<file path="src/rtl/drive_ctl_defs.svh">
// register offsets, reset values and fixed parameter codes of the method selector
`ifndef DRIVE_CTL_DEFS_SVH
`define DRIVE_CTL_DEFS_SVH
`define OFS_METHOD_SEL 4'h0
`define OFS_SECOND_SEL 4'h1
`define OFS_CAPACITY 4'h2
`define OFS_POLES 4'h3
`define OFS_MOTOR_TYPE 4'h4
`define OFS_SECOND_CAPACITY 4'h5
`define OFS_SECOND_POLES 4'h6
`define OFS_SECOND_TYPE 4'h7
`define OFS_FREQ_PARAM 4'h8
`define OFS_PERCENT_PARAM 4'h9
`define OFS_CONFIG 4'hA
`define OFS_STATUS 4'hB
`define OFS_IRQ_STATUS 4'hC
`define OFS_IRQ_MASK 4'hD
`define RST_METHOD_SEL 16'h0028
`define RST_SECOND_SEL 16'h270F
`define RST_MOTOR_PARAM 16'h270F
`define RST_FREQ_PARAM 16'h012C
`define RST_PERCENT_PARAM 16'h0096
`define VAL_UNSET 16'h270F
`define VAL_FREQ_HIGH 16'h012C
`define VAL_FREQ_LOW 16'h0032
`define VAL_PERCENT_LOW 16'h0096
`define VAL_PERCENT_HIGH 16'h00C8
`define CFG_OPTION_BIT 0
`define CFG_SMALL_UNIT_BIT 1
`define CFG_NORMAL_DUTY_BIT 2
`define IRQ_REFUSED_BIT 0
`define IRQ_STARTED_BIT 1
`define IRQ_REWRITE_BIT 2
`endif

</file>
<file path="src/rtl/drive_ctl_pkg.sv">
// types and selector decoding functions of the method selector
package drive_ctl_pkg;
    // control method chosen by a selector setting
    typedef enum logic [2:0] {
        M_VF, M_FLUX, M_REAL_SENSORLESS, M_PM_SENSORLESS, M_VECTOR, M_VECTOR_TEST, M_PM_TEST, M_NONE
    } method_t;
    // control mode
    typedef enum logic [1:0] {MODE_SPEED, MODE_TORQUE, MODE_POSITION} mode_t;
    // start sequence state
    typedef enum logic [1:0] {ST_IDLE, ST_RUN, ST_REFUSED} start_t;

    // setting to method; setting 10 follows the motor type
    function automatic method_t method_of(input logic [15:0] sel, input logic pm);
        method_t m;
        m = M_NONE;
        case (sel)
            16'h0000, 16'h0001, 16'h0002, 16'h0003, 16'h0004, 16'h0005: m = M_VECTOR;
            16'h0009: m = M_VECTOR_TEST;
            16'h000A: m = pm ? M_PM_SENSORLESS : M_REAL_SENSORLESS;
            16'h000B, 16'h000C: m = M_REAL_SENSORLESS;
            16'h000D, 16'h000E: m = M_PM_SENSORLESS;
            16'h0013: m = M_PM_TEST;
            16'h0014: m = M_FLUX;
            16'h0028: m = M_VF;
            default: m = M_NONE;
        endcase
        return m;
    endfunction

    // true for the plain and flux methods that have no vector loop
    function automatic logic is_simple(input method_t m);
        return (m == M_VF) || (m == M_FLUX);
    endfunction
endpackage

</file>
<file path="src/rtl/method_if.sv">
// carrier between the selector top and its method decoder
`timescale 1ns/10ps
interface method_if;
    logic [15:0] sel; // effective selector setting
    logic pm_motor; // applied motor type is pm
    logic mode_sw; // synchronised mode switch level
    logic option_ok; // vector option fitted
    drive_ctl_pkg::method_t method; // decoded method
    drive_ctl_pkg::mode_t mode; // decoded mode
    logic type_ok; // motor type matches, setting legal and option fitted for vector settings
    modport dec (input sel, input pm_motor, input mode_sw, input option_ok, output method, output mode,
        output type_ok);
    modport use_side (output sel, output pm_motor, output mode_sw, output option_ok, input method,
        input mode, input type_ok);
endinterface

</file>
<file path="src/rtl/method_decoder.sv">
// decodes the effective setting into method, mode and motor type check
`timescale 1ns/10ps
module method_decoder (
    method_if.dec mi
);
    // settings needing an induction motor
    wire needs_im = (mi.sel <= 16'h0005) || (mi.sel == 16'h000B) || (mi.sel == 16'h000C) ||
        (mi.sel == 16'h0014);
    // settings needing a pm motor
    wire needs_pm = (mi.sel == 16'h000D) || (mi.sel == 16'h000E) || (mi.sel == 16'h0013);
    wire is_vec = (mi.method == drive_ctl_pkg::M_VECTOR) || (mi.method == drive_ctl_pkg::M_VECTOR_TEST);

    assign mi.method = drive_ctl_pkg::method_of(mi.sel, mi.pm_motor);
    // motor type, legality and option check
    assign mi.type_ok = (mi.method != drive_ctl_pkg::M_NONE) && !(needs_im && mi.pm_motor) &&
        !(needs_pm && !mi.pm_motor) && !(is_vec && !mi.option_ok);

    // mode from setting and switch input
    always_comb begin
        case (mi.sel)
            16'h0001, 16'h000B: mi.mode = drive_ctl_pkg::MODE_TORQUE;
            16'h0003, 16'h000D: mi.mode = drive_ctl_pkg::MODE_POSITION;
            16'h0002, 16'h000C: mi.mode = mi.mode_sw ? drive_ctl_pkg::MODE_TORQUE : drive_ctl_pkg::MODE_SPEED;
            16'h0004, 16'h000E: mi.mode = mi.mode_sw ? drive_ctl_pkg::MODE_POSITION : drive_ctl_pkg::MODE_SPEED;
            16'h0005: mi.mode = mi.mode_sw ? drive_ctl_pkg::MODE_TORQUE : drive_ctl_pkg::MODE_POSITION;
            default: mi.mode = drive_ctl_pkg::MODE_SPEED;
        endcase
    end
endmodule

</file>
<file path="src/rtl/drive_control_method_selector.sv">
// control method selector with start check, mode switch and parameter rewrites
`timescale 1ns/10ps
`include "drive_ctl_defs.svh"
module drive_control_method_selector (
    input wire logic CLK,
    input wire logic NRST,
    input wire logic CE,
    input wire logic [3:0] ADDR,
    input wire logic [15:0] WDATA,
    input wire logic WR,
    input wire logic RD,
    output logic [15:0] RDATA,
    input wire logic START,
    input wire logic MODE_SWITCH,
    input wire logic SECOND_MOTOR,
    output logic RUN_PERMIT,
    output logic SETTING_ERROR_ALARM,
    output logic [2:0] METHOD,
    output logic [1:0] MODE,
    output logic IRQ
);
    // parameter registers
    logic [15:0] sel_q; // control_method_select
    logic [15:0] sel2_q; // second_motor_method_select
    logic [15:0] cap_q; // motor_capacity_param
    logic [15:0] poles_q; // motor_pole_count_param
    logic type_q; // applied_motor_type, 1 = pm
    logic [15:0] cap2_q; // second_motor_capacity_param
    logic [15:0] poles2_q; // second_motor_pole_count_param
    logic type2_q; // second_applied_motor_type
    logic [15:0] freq_q; // auto_adjusted_frequency_param, 0.01 Hz units
    logic [15:0] pct_q; // auto_adjusted_percent_param, percent
    logic [2:0] cfg_q; // option fitted, small unit, normal_duty_rating
    logic [2:0] irq_st_q; // sticky events
    logic [2:0] irq_mask_q; // event enables
    // pin synchronisers
    logic [2:0] pin_s1_q; // first stage, read only by second stage
    logic [2:0] pin_s2_q; // second stage
    logic start_prev_q; // for start edge
    drive_ctl_pkg::start_t state_q; // start sequence
    drive_ctl_pkg::start_t state_d;
    // registered outputs
    logic [15:0] rdata_q;
    logic run_q;
    logic alarm_q;
    logic [2:0] method_q;
    logic [1:0] mode_q;
    logic irq_q;
    // write side next values
    logic [15:0] freq_d;
    logic [15:0] pct_d;
    logic [2:0] irq_st_d;

    method_if mi ();
    method_decoder u_dec (
        .mi(mi)
    );

    // synchronised pins
    wire start_s = pin_s2_q[0];
    wire mode_sw_s = pin_s2_q[1];
    wire second_s = pin_s2_q[2];
    wire start_rise = start_s && !start_prev_q;
    // second motor follows primary when its selector is unset
    wire use_sel2 = second_s && (sel2_q != `VAL_UNSET);
    wire [15:0] cap_eff = second_s ? cap2_q : cap_q;
    wire [15:0] poles_eff = second_s ? poles2_q : poles_q;
    wire pm_eff = second_s ? type2_q : type_q;
    assign mi.sel = use_sel2 ? sel2_q : sel_q;
    assign mi.pm_motor = pm_eff;
    assign mi.mode_sw = mode_sw_s;
    assign mi.option_ok = cfg_q[`CFG_OPTION_BIT];
    // plain method flag, the only method that skips every start check
    wire is_vf = (mi.method == drive_ctl_pkg::M_VF);
    wire motor_set = (cap_eff != `VAL_UNSET) && (poles_eff != `VAL_UNSET);
    // plain method bypasses all checks
    wire cond_ok = is_vf || (mi.type_ok && motor_set);

    // bus decode
    wire wr_sel = WR && (ADDR == `OFS_METHOD_SEL);
    wire wr_freq = WR && (ADDR == `OFS_FREQ_PARAM);
    wire wr_pct = WR && (ADDR == `OFS_PERCENT_PARAM);
    wire wr_irq = WR && (ADDR == `OFS_IRQ_STATUS);
    // method before and after a primary selector write
    wire drive_ctl_pkg::method_t old_m = drive_ctl_pkg::method_of(sel_q, type_q);
    wire drive_ctl_pkg::method_t new_m = drive_ctl_pkg::method_of(WDATA, type_q);
    wire old_vec = (old_m == drive_ctl_pkg::M_VECTOR) || (old_m == drive_ctl_pkg::M_VECTOR_TEST);
    wire new_vec = (new_m == drive_ctl_pkg::M_VECTOR) || (new_m == drive_ctl_pkg::M_VECTOR_TEST);
    wire old_rsv = old_vec || (old_m == drive_ctl_pkg::M_REAL_SENSORLESS);
    wire new_rsv = new_vec || (new_m == drive_ctl_pkg::M_REAL_SENSORLESS);
    // percent rewrite only on small units under normal duty
    wire pct_gate = cfg_q[`CFG_SMALL_UNIT_BIT] && cfg_q[`CFG_NORMAL_DUTY_BIT];
    // rewrites fire only from the exact before-change value
    wire up_freq = wr_sel && drive_ctl_pkg::is_simple(old_m) && new_vec && (freq_q == `VAL_FREQ_HIGH);
    wire dn_freq = wr_sel && old_vec && drive_ctl_pkg::is_simple(new_m) && (freq_q == `VAL_FREQ_LOW);
    wire up_pct = wr_sel && pct_gate && drive_ctl_pkg::is_simple(old_m) && new_rsv &&
        (pct_q == `VAL_PERCENT_LOW);
    wire dn_pct = wr_sel && pct_gate && old_rsv && drive_ctl_pkg::is_simple(new_m) &&
        (pct_q == `VAL_PERCENT_HIGH);
    wire rewrite_ev = up_freq || dn_freq || up_pct || dn_pct;
    // start outcomes are judged only on a fresh edge in idle
    wire refuse_ev = (state_q == drive_ctl_pkg::ST_IDLE) && start_rise && !cond_ok;
    wire start_ev = (state_q == drive_ctl_pkg::ST_IDLE) && start_rise && cond_ok;

    // dependent parameter next values
    always_comb begin
        freq_d = freq_q;
        pct_d = pct_q;
        if (wr_freq) begin
            freq_d = WDATA;
        end else if (up_freq) begin
            freq_d = `VAL_FREQ_LOW;
        end else if (dn_freq) begin
            freq_d = `VAL_FREQ_HIGH;
        end
        if (wr_pct) begin
            pct_d = WDATA;
        end else if (up_pct) begin
            pct_d = `VAL_PERCENT_HIGH;
        end else if (dn_pct) begin
            pct_d = `VAL_PERCENT_LOW;
        end
    end

    // sticky status: set wins over write-one clear
    always_comb begin
        // clear first, then events, so a set in the same cycle wins
        irq_st_d = wr_irq ? (irq_st_q & ~WDATA[2:0]) : irq_st_q;
        irq_st_d[`IRQ_REFUSED_BIT] = irq_st_d[`IRQ_REFUSED_BIT] | refuse_ev;
        irq_st_d[`IRQ_STARTED_BIT] = irq_st_d[`IRQ_STARTED_BIT] | start_ev;
        irq_st_d[`IRQ_REWRITE_BIT] = irq_st_d[`IRQ_REWRITE_BIT] | rewrite_ev;
    end

    // start sequence: refusal holds until start drops
    always_comb begin
        case (state_q)
            drive_ctl_pkg::ST_IDLE: begin
                if (start_ev) begin
                    state_d = drive_ctl_pkg::ST_RUN;
                end else if (refuse_ev) begin
                    state_d = drive_ctl_pkg::ST_REFUSED;
                end else begin
                    state_d = drive_ctl_pkg::ST_IDLE;
                end
            end
            // run lasts while the synchronised start stays high
            drive_ctl_pkg::ST_RUN: state_d = start_s ? drive_ctl_pkg::ST_RUN : drive_ctl_pkg::ST_IDLE;
            // a refused start needs the pin to drop before a retry counts
            drive_ctl_pkg::ST_REFUSED: state_d = start_s ? drive_ctl_pkg::ST_REFUSED : drive_ctl_pkg::ST_IDLE;
            default: state_d = drive_ctl_pkg::ST_IDLE;
        endcase
    end

    // read mux, unmapped reads zero
    logic [15:0] rd_mux;
    always_comb begin
        case (ADDR)
            `OFS_METHOD_SEL: rd_mux = sel_q;
            `OFS_SECOND_SEL: rd_mux = sel2_q;
            `OFS_CAPACITY: rd_mux = cap_q;
            `OFS_POLES: rd_mux = poles_q;
            `OFS_MOTOR_TYPE: rd_mux = {15'h0000, type_q};
            `OFS_SECOND_CAPACITY: rd_mux = cap2_q;
            `OFS_SECOND_POLES: rd_mux = poles2_q;
            `OFS_SECOND_TYPE: rd_mux = {15'h0000, type2_q};
            `OFS_FREQ_PARAM: rd_mux = freq_q;
            `OFS_PERCENT_PARAM: rd_mux = pct_q;
            `OFS_CONFIG: rd_mux = {13'h0000, cfg_q};
            // live status: condition ok, alarm, run, mode, method
            `OFS_STATUS: rd_mux = {8'h00, cond_ok, alarm_q, run_q, mi.mode, mi.method};
            `OFS_IRQ_STATUS: rd_mux = {13'h0000, irq_st_q};
            `OFS_IRQ_MASK: rd_mux = {13'h0000, irq_mask_q};
            default: rd_mux = 16'h0000;
        endcase
    end

    // pin synchronisers
    always_ff @(posedge CLK or negedge NRST) begin
        if (!NRST) begin
            pin_s1_q <= 3'h0;
            pin_s2_q <= 3'h0;
            start_prev_q <= 1'b0;
        end else if (CE) begin
            pin_s1_q <= {SECOND_MOTOR, MODE_SWITCH, START};
            pin_s2_q <= pin_s1_q;
            start_prev_q <= start_s;
        end
    end

    // software written parameters
    always_ff @(posedge CLK or negedge NRST) begin
        if (!NRST) begin
            sel_q <= `RST_METHOD_SEL;
            sel2_q <= `RST_SECOND_SEL;
            cap_q <= `RST_MOTOR_PARAM;
            poles_q <= `RST_MOTOR_PARAM;
            type_q <= 1'b0;
            cap2_q <= `RST_MOTOR_PARAM;
            poles2_q <= `RST_MOTOR_PARAM;
            type2_q <= 1'b0;
            cfg_q <= 3'h0;
            irq_mask_q <= 3'h0;
        end else if (CE && WR) begin
            // motor settings land as written, with no range check here
            case (ADDR)
                `OFS_METHOD_SEL: sel_q <= WDATA;
                `OFS_SECOND_SEL: sel2_q <= WDATA;
                `OFS_CAPACITY: cap_q <= WDATA;
                `OFS_POLES: poles_q <= WDATA;
                `OFS_MOTOR_TYPE: type_q <= WDATA[0];
                `OFS_SECOND_CAPACITY: cap2_q <= WDATA;
                `OFS_SECOND_POLES: poles2_q <= WDATA;
                `OFS_SECOND_TYPE: type2_q <= WDATA[0];
                `OFS_CONFIG: cfg_q <= WDATA[2:0];
                `OFS_IRQ_MASK: irq_mask_q <= WDATA[2:0];
                default: ;
            endcase
        end
    end

    // dependent parameters, events and state
    always_ff @(posedge CLK or negedge NRST) begin
        if (!NRST) begin
            freq_q <= `RST_FREQ_PARAM;
            pct_q <= `RST_PERCENT_PARAM;
            irq_st_q <= 3'h0;
            state_q <= drive_ctl_pkg::ST_IDLE;
        end else if (CE) begin
            freq_q <= freq_d;
            pct_q <= pct_d;
            irq_st_q <= irq_st_d;
            state_q <= state_d;
        end
    end

    // registered outputs
    always_ff @(posedge CLK or negedge NRST) begin
        if (!NRST) begin
            rdata_q <= 16'h0000;
            run_q <= 1'b0;
            alarm_q <= 1'b0;
            method_q <= 3'h0;
            mode_q <= 2'h0;
            irq_q <= 1'b0;
        end else if (CE) begin
            rdata_q <= RD ? rd_mux : rdata_q;
            run_q <= (state_d == drive_ctl_pkg::ST_RUN);
            alarm_q <= (state_d == drive_ctl_pkg::ST_REFUSED);
            method_q <= mi.method;
            mode_q <= mi.mode;
            irq_q <= |(irq_st_d & irq_mask_q);
        end
    end

    // outputs come straight from their flip-flops
    assign RDATA = rdata_q;
    assign RUN_PERMIT = run_q;
    assign SETTING_ERROR_ALARM = alarm_q;
    assign METHOD = method_q;
    assign MODE = mode_q;
    assign IRQ = irq_q;
endmodule

</file>
<file path="config.mk">
export PLATFORM = sky130hd
export DESIGN_NAME = drive_control_method_selector
export DESIGN_NICKNAME = d
export VERILOG_FILES = /design/src/rtl/drive_ctl_pkg.sv /design/src/rtl/method_if.sv /design/src/rtl/method_decoder.sv /design/src/rtl/drive_control_method_selector.sv
export VERILOG_INCLUDE_DIRS = /design/src /design/src/rtl
export SDC_FILE = /design/constraint.sdc
export NUM_CORES = 1
export LEC_CHECK = 0
export ABC_AREA = 0
export BUFFER_PORTS_ARGS = -buffer_cell sky130_fd_sc_hd__clkbuf_2
export CORE_MARGIN = 5
export CORE_UTILIZATION = 45
export CTS_BUF_LIST = sky130_fd_sc_hd__clkbuf_8 sky130_fd_sc_hd__clkbuf_16
export DETAILED_ROUTE_END_ITERATION = 10
export GPL_ROUTABILITY_DRIVEN = 0
export GPL_TIMING_DRIVEN = 1
export PLACE_DENSITY = 0.6
export SYNTH_ARGS = -nofsm -noshare
export SYNTH_HDL_FRONTEND = slang
export SYNTH_SLANG_ARGS = --single-unit
export TNS_END_PERCENT = 10
</file>
<file path="constraint.sdc">
create_clock -name CLK -period 3.6 [get_ports CLK]
set_input_delay 0 -clock CLK [delete_from_list [all_inputs] [get_ports CLK]]
set_output_delay 0 -clock CLK [all_outputs]
set_load 0.01 [all_outputs]
</file>
==> results.md <==
* Synth area leader: dfrtp_1
* VDD IR max at 0.2610 mV
* Routed Antenna Nets at 0
* DRC at 0
* Gr ovfl total at 0
* PortBufs at 51
* Hold Path Class: in -> reg
* Vias in the first global route at 7386
* Synthesized cell area at 9153 um2
* Bufs and invs on worst path at 0
* Share of layout cells above drive strength 1 at 0.3037
* Cts repair resizes at 0
* Total area of sequential cells at 4367 um2
* Critical path capture point type: flop
* Max-slew violation count at 0
* Outcome: finished, final reports clean
* Worst Tran Pin Value at 0.9069 ns
* Nets at 970
* Area of the multi-input gates at 4537 um2
* Final Setup Violations at 0
* Pin count of the biggest net entering global routing at 90
* Worst rel slew slack at 0.3954
* I/O Pins at 52
* Critical Path AT at 3.76 ns
* Syn nets at 915
* Delay-heaviest family, CP: simple AND/OR/NAND/NOR gates
* Worst Path Max Fanout at 8
* Power Density at 552.4 nW/um2
* Final Hold Viols at 0
* CTS tree: built
* Total track usage at 0.2587
* Core Area at 20100 um2
* TritonCTS Buffers at 17
* Critical path's slowest cell: or4_1
* Clock Latency Late Sink at 0.44 ns
* #FFs+latches synth at 172
* Die X-Extent at 152.6 um
* Final Cycle Share at 0.9571
* Synthesized area per cell at 10.32 um2
* First-pass GRT wire length at 46800 um
* Data required, critical path at 3.92 ns
* CTS max path bufs at 2
* Setup Skew at 0.01632 ns
* Sequential area share after synthesis at 0.4771
* Routed vias/inst at 6.389
* Final Util at 0.5232
* Die Y at 152.6 um
* RSZ-0062 raised after global routing: no
* WS Path Type: reg -> reg
* Synth cell types at 74
* WL per Instance at 24.68 um
* Cell count after placement at 1178
* Post-synthesis async set-or-reset flop share at 1.000
* Setup TNS at 0 ns
* Startpoint types: flop
* Post-route insts no fill at 1225
* Yosys warns at 0
* Max_cap viols at 0
* H-tree levels at 4
* Main synth FF type: dfrtp_1
* Routed vias at 7827
* Die ar. at 23290 um2
* Initial antenna violation count at 0
* Hold-fix buffers, CTS at 15
* WL final at 30240 um
* FMAX at 290.2 MHz
* Cells after Synth at 887
* Crit path cell chain: or4_4 > or4_1 > o21ai_2 > o21ai_0 > or2_2 > o221a_2 > or2_1 > a311o_1
* Synth cell count leaders: dfrtp_1, mux2_2, nand2_1
* Post-DP HPWL at 21500 um
* Clock Sinks at 172
* Post-CTS setup buffer count at 0
* First-pass DRT Iterations at 5
* Fill cells at 1843
* Clk slew on worst S/H paths at 0.07 ns
* # rows at 52
* Starting Density at 0.4553
* Most frequent cell after synthesis: dfrtp_1
* Area share of the largest cell type after synthesis at 0.3336
* Critical Path Max Stage Delay at 0.78 ns
* 1st-iter DRT viols at 774
* # diodes at 0
* Area growth, synth to finish at 14.93%
* Area contributors post-synth: dfrtp_1, dfstp_2, mux2_2, a22oi_1, nand2_1
* Final worst path period need at 3.445 ns
* Root buffer cell: clkbuf_16
* EDFF count, synth at 0
* Leakage power at 4.372 nW
## where the power goes
part           leakage [nW]  switching (mW)  internal (mW)
Clock                 0.279           0.843          0.988
Combinational          2.02           0.639          0.525
Sequential             2.08           0.429           2.39
## through the flow
| stage | total power, mW | hold slack [ns] | cell area [um2] | setup WS (ns) |
|---|---|---|---|---|
| 6_report | 5.810 | 0.02242 | 10520 | 0.1545 |
| 5_1_grt | 6.069 | 0.009722 | 10520 | 0.03778 |
| 4_1_cts | 5.810 | 0.002734 | 10520 | 0.1909 |
| 3_5_place_dp | 3.969 | 0.1333 | 9793 | 0.1947 |
| 3_3_place_gp | 3.953 | 0.1365 | 9793 | 0.2846 |
| 2_1_floorplan | 3.454 | -0.2956 | 9153 | 0.4819 |
## final timing paths
path | start | end | slack (ns) | cells after the start
max in group asynchronous | NRST | cap2_q[13] | 2.51 | 3
max | sel2_q[11] | IRQ | 0.15 | 8
min in group asynchronous | NRST | cfg_q[0] | 0.21 | 2
min reg2reg | pct_q[7] | pct_q[7] | 0.47 | 2
min | WDATA[3] | sel2_q[3] | 0.02 | 3
max reg2reg | sel2_q[11] | IRQ | 0.15 | 8
## flip-flops by register name, indices dropped and copies added, names as in the netlist, 2 cells and up
register	cells
irq_mask_q	3
poles_q	16
sel2_q	16
poles2_q	16
freq_q	16
cap_q	16
RDATA	16
sel_q	16
cap2_q	16
MODE	2
METHOD	3
pin_s1_q	3
cfg_q	3
pin_s2_q	3
irq_st_q	3
pct_q	16
state_q	2
## tightest hold or removal path: cells and delay by family
| family | cells | cell delay (ns) |
|---|---|---|
| compound gates | 1 | 0.07 |
| buf+inv | 1 | 0.25 |
| simple gates | 1 | 0.11 |
## cells in the final DEF (no fill, tap or decap), drive strengths merged, types with 8 or more instances in the layout
cell / n
a21oi: 24
a22o: 17
a22oi: 56
a31oi: 12
and4b: 8
buf: 28
clkbuf: 68
dfrtp: 122
dfstp: 50
dlygate4sd3: 15
inv: 25
mux2: 108
nand2: 96
nand2b: 17
nand3: 37
nand4: 16
nor2: 40
nor3: 20
nor4: 19
nor4b: 11
o21ai: 38
o31ai: 8
## area by class of cell
type                    count  area share
clock inverters            14     0.01297
well taps                 270     0.03212
inverters                  20    0.007137
clock buffers              18     0.04175
multi-input cells         638      0.4313
flip-flops and latches    172      0.4151
repair buffers             93     0.05959
## cell families after synthesis
logic type / count (synthesis) / share of synthesized area
and+or+nand+nor: 308 / 0.1780
AOI/OAI and AO/OA: 214 / 0.1714
DFF: 172 / 0.4771
muxes: 114 / 0.1394
buffers and inverters: 77 / 0.03213
xor gates and xnor gates: 2 / 0.001914
## per-layer routing
layer | share of wire | vias to the layer above | global-route usage
met5 | 0 | - | 0
met4 | 0.027 | 0 | 0.08740
met3 | 0.076 | 44 | 0.04686
li1 | - | 3460 | -
met1 | 0.45 | 3958 | 0.3817
met2 | 0.45 | 365 | 0.3852
Note: power is estimated with default switching activity, not from simulation.
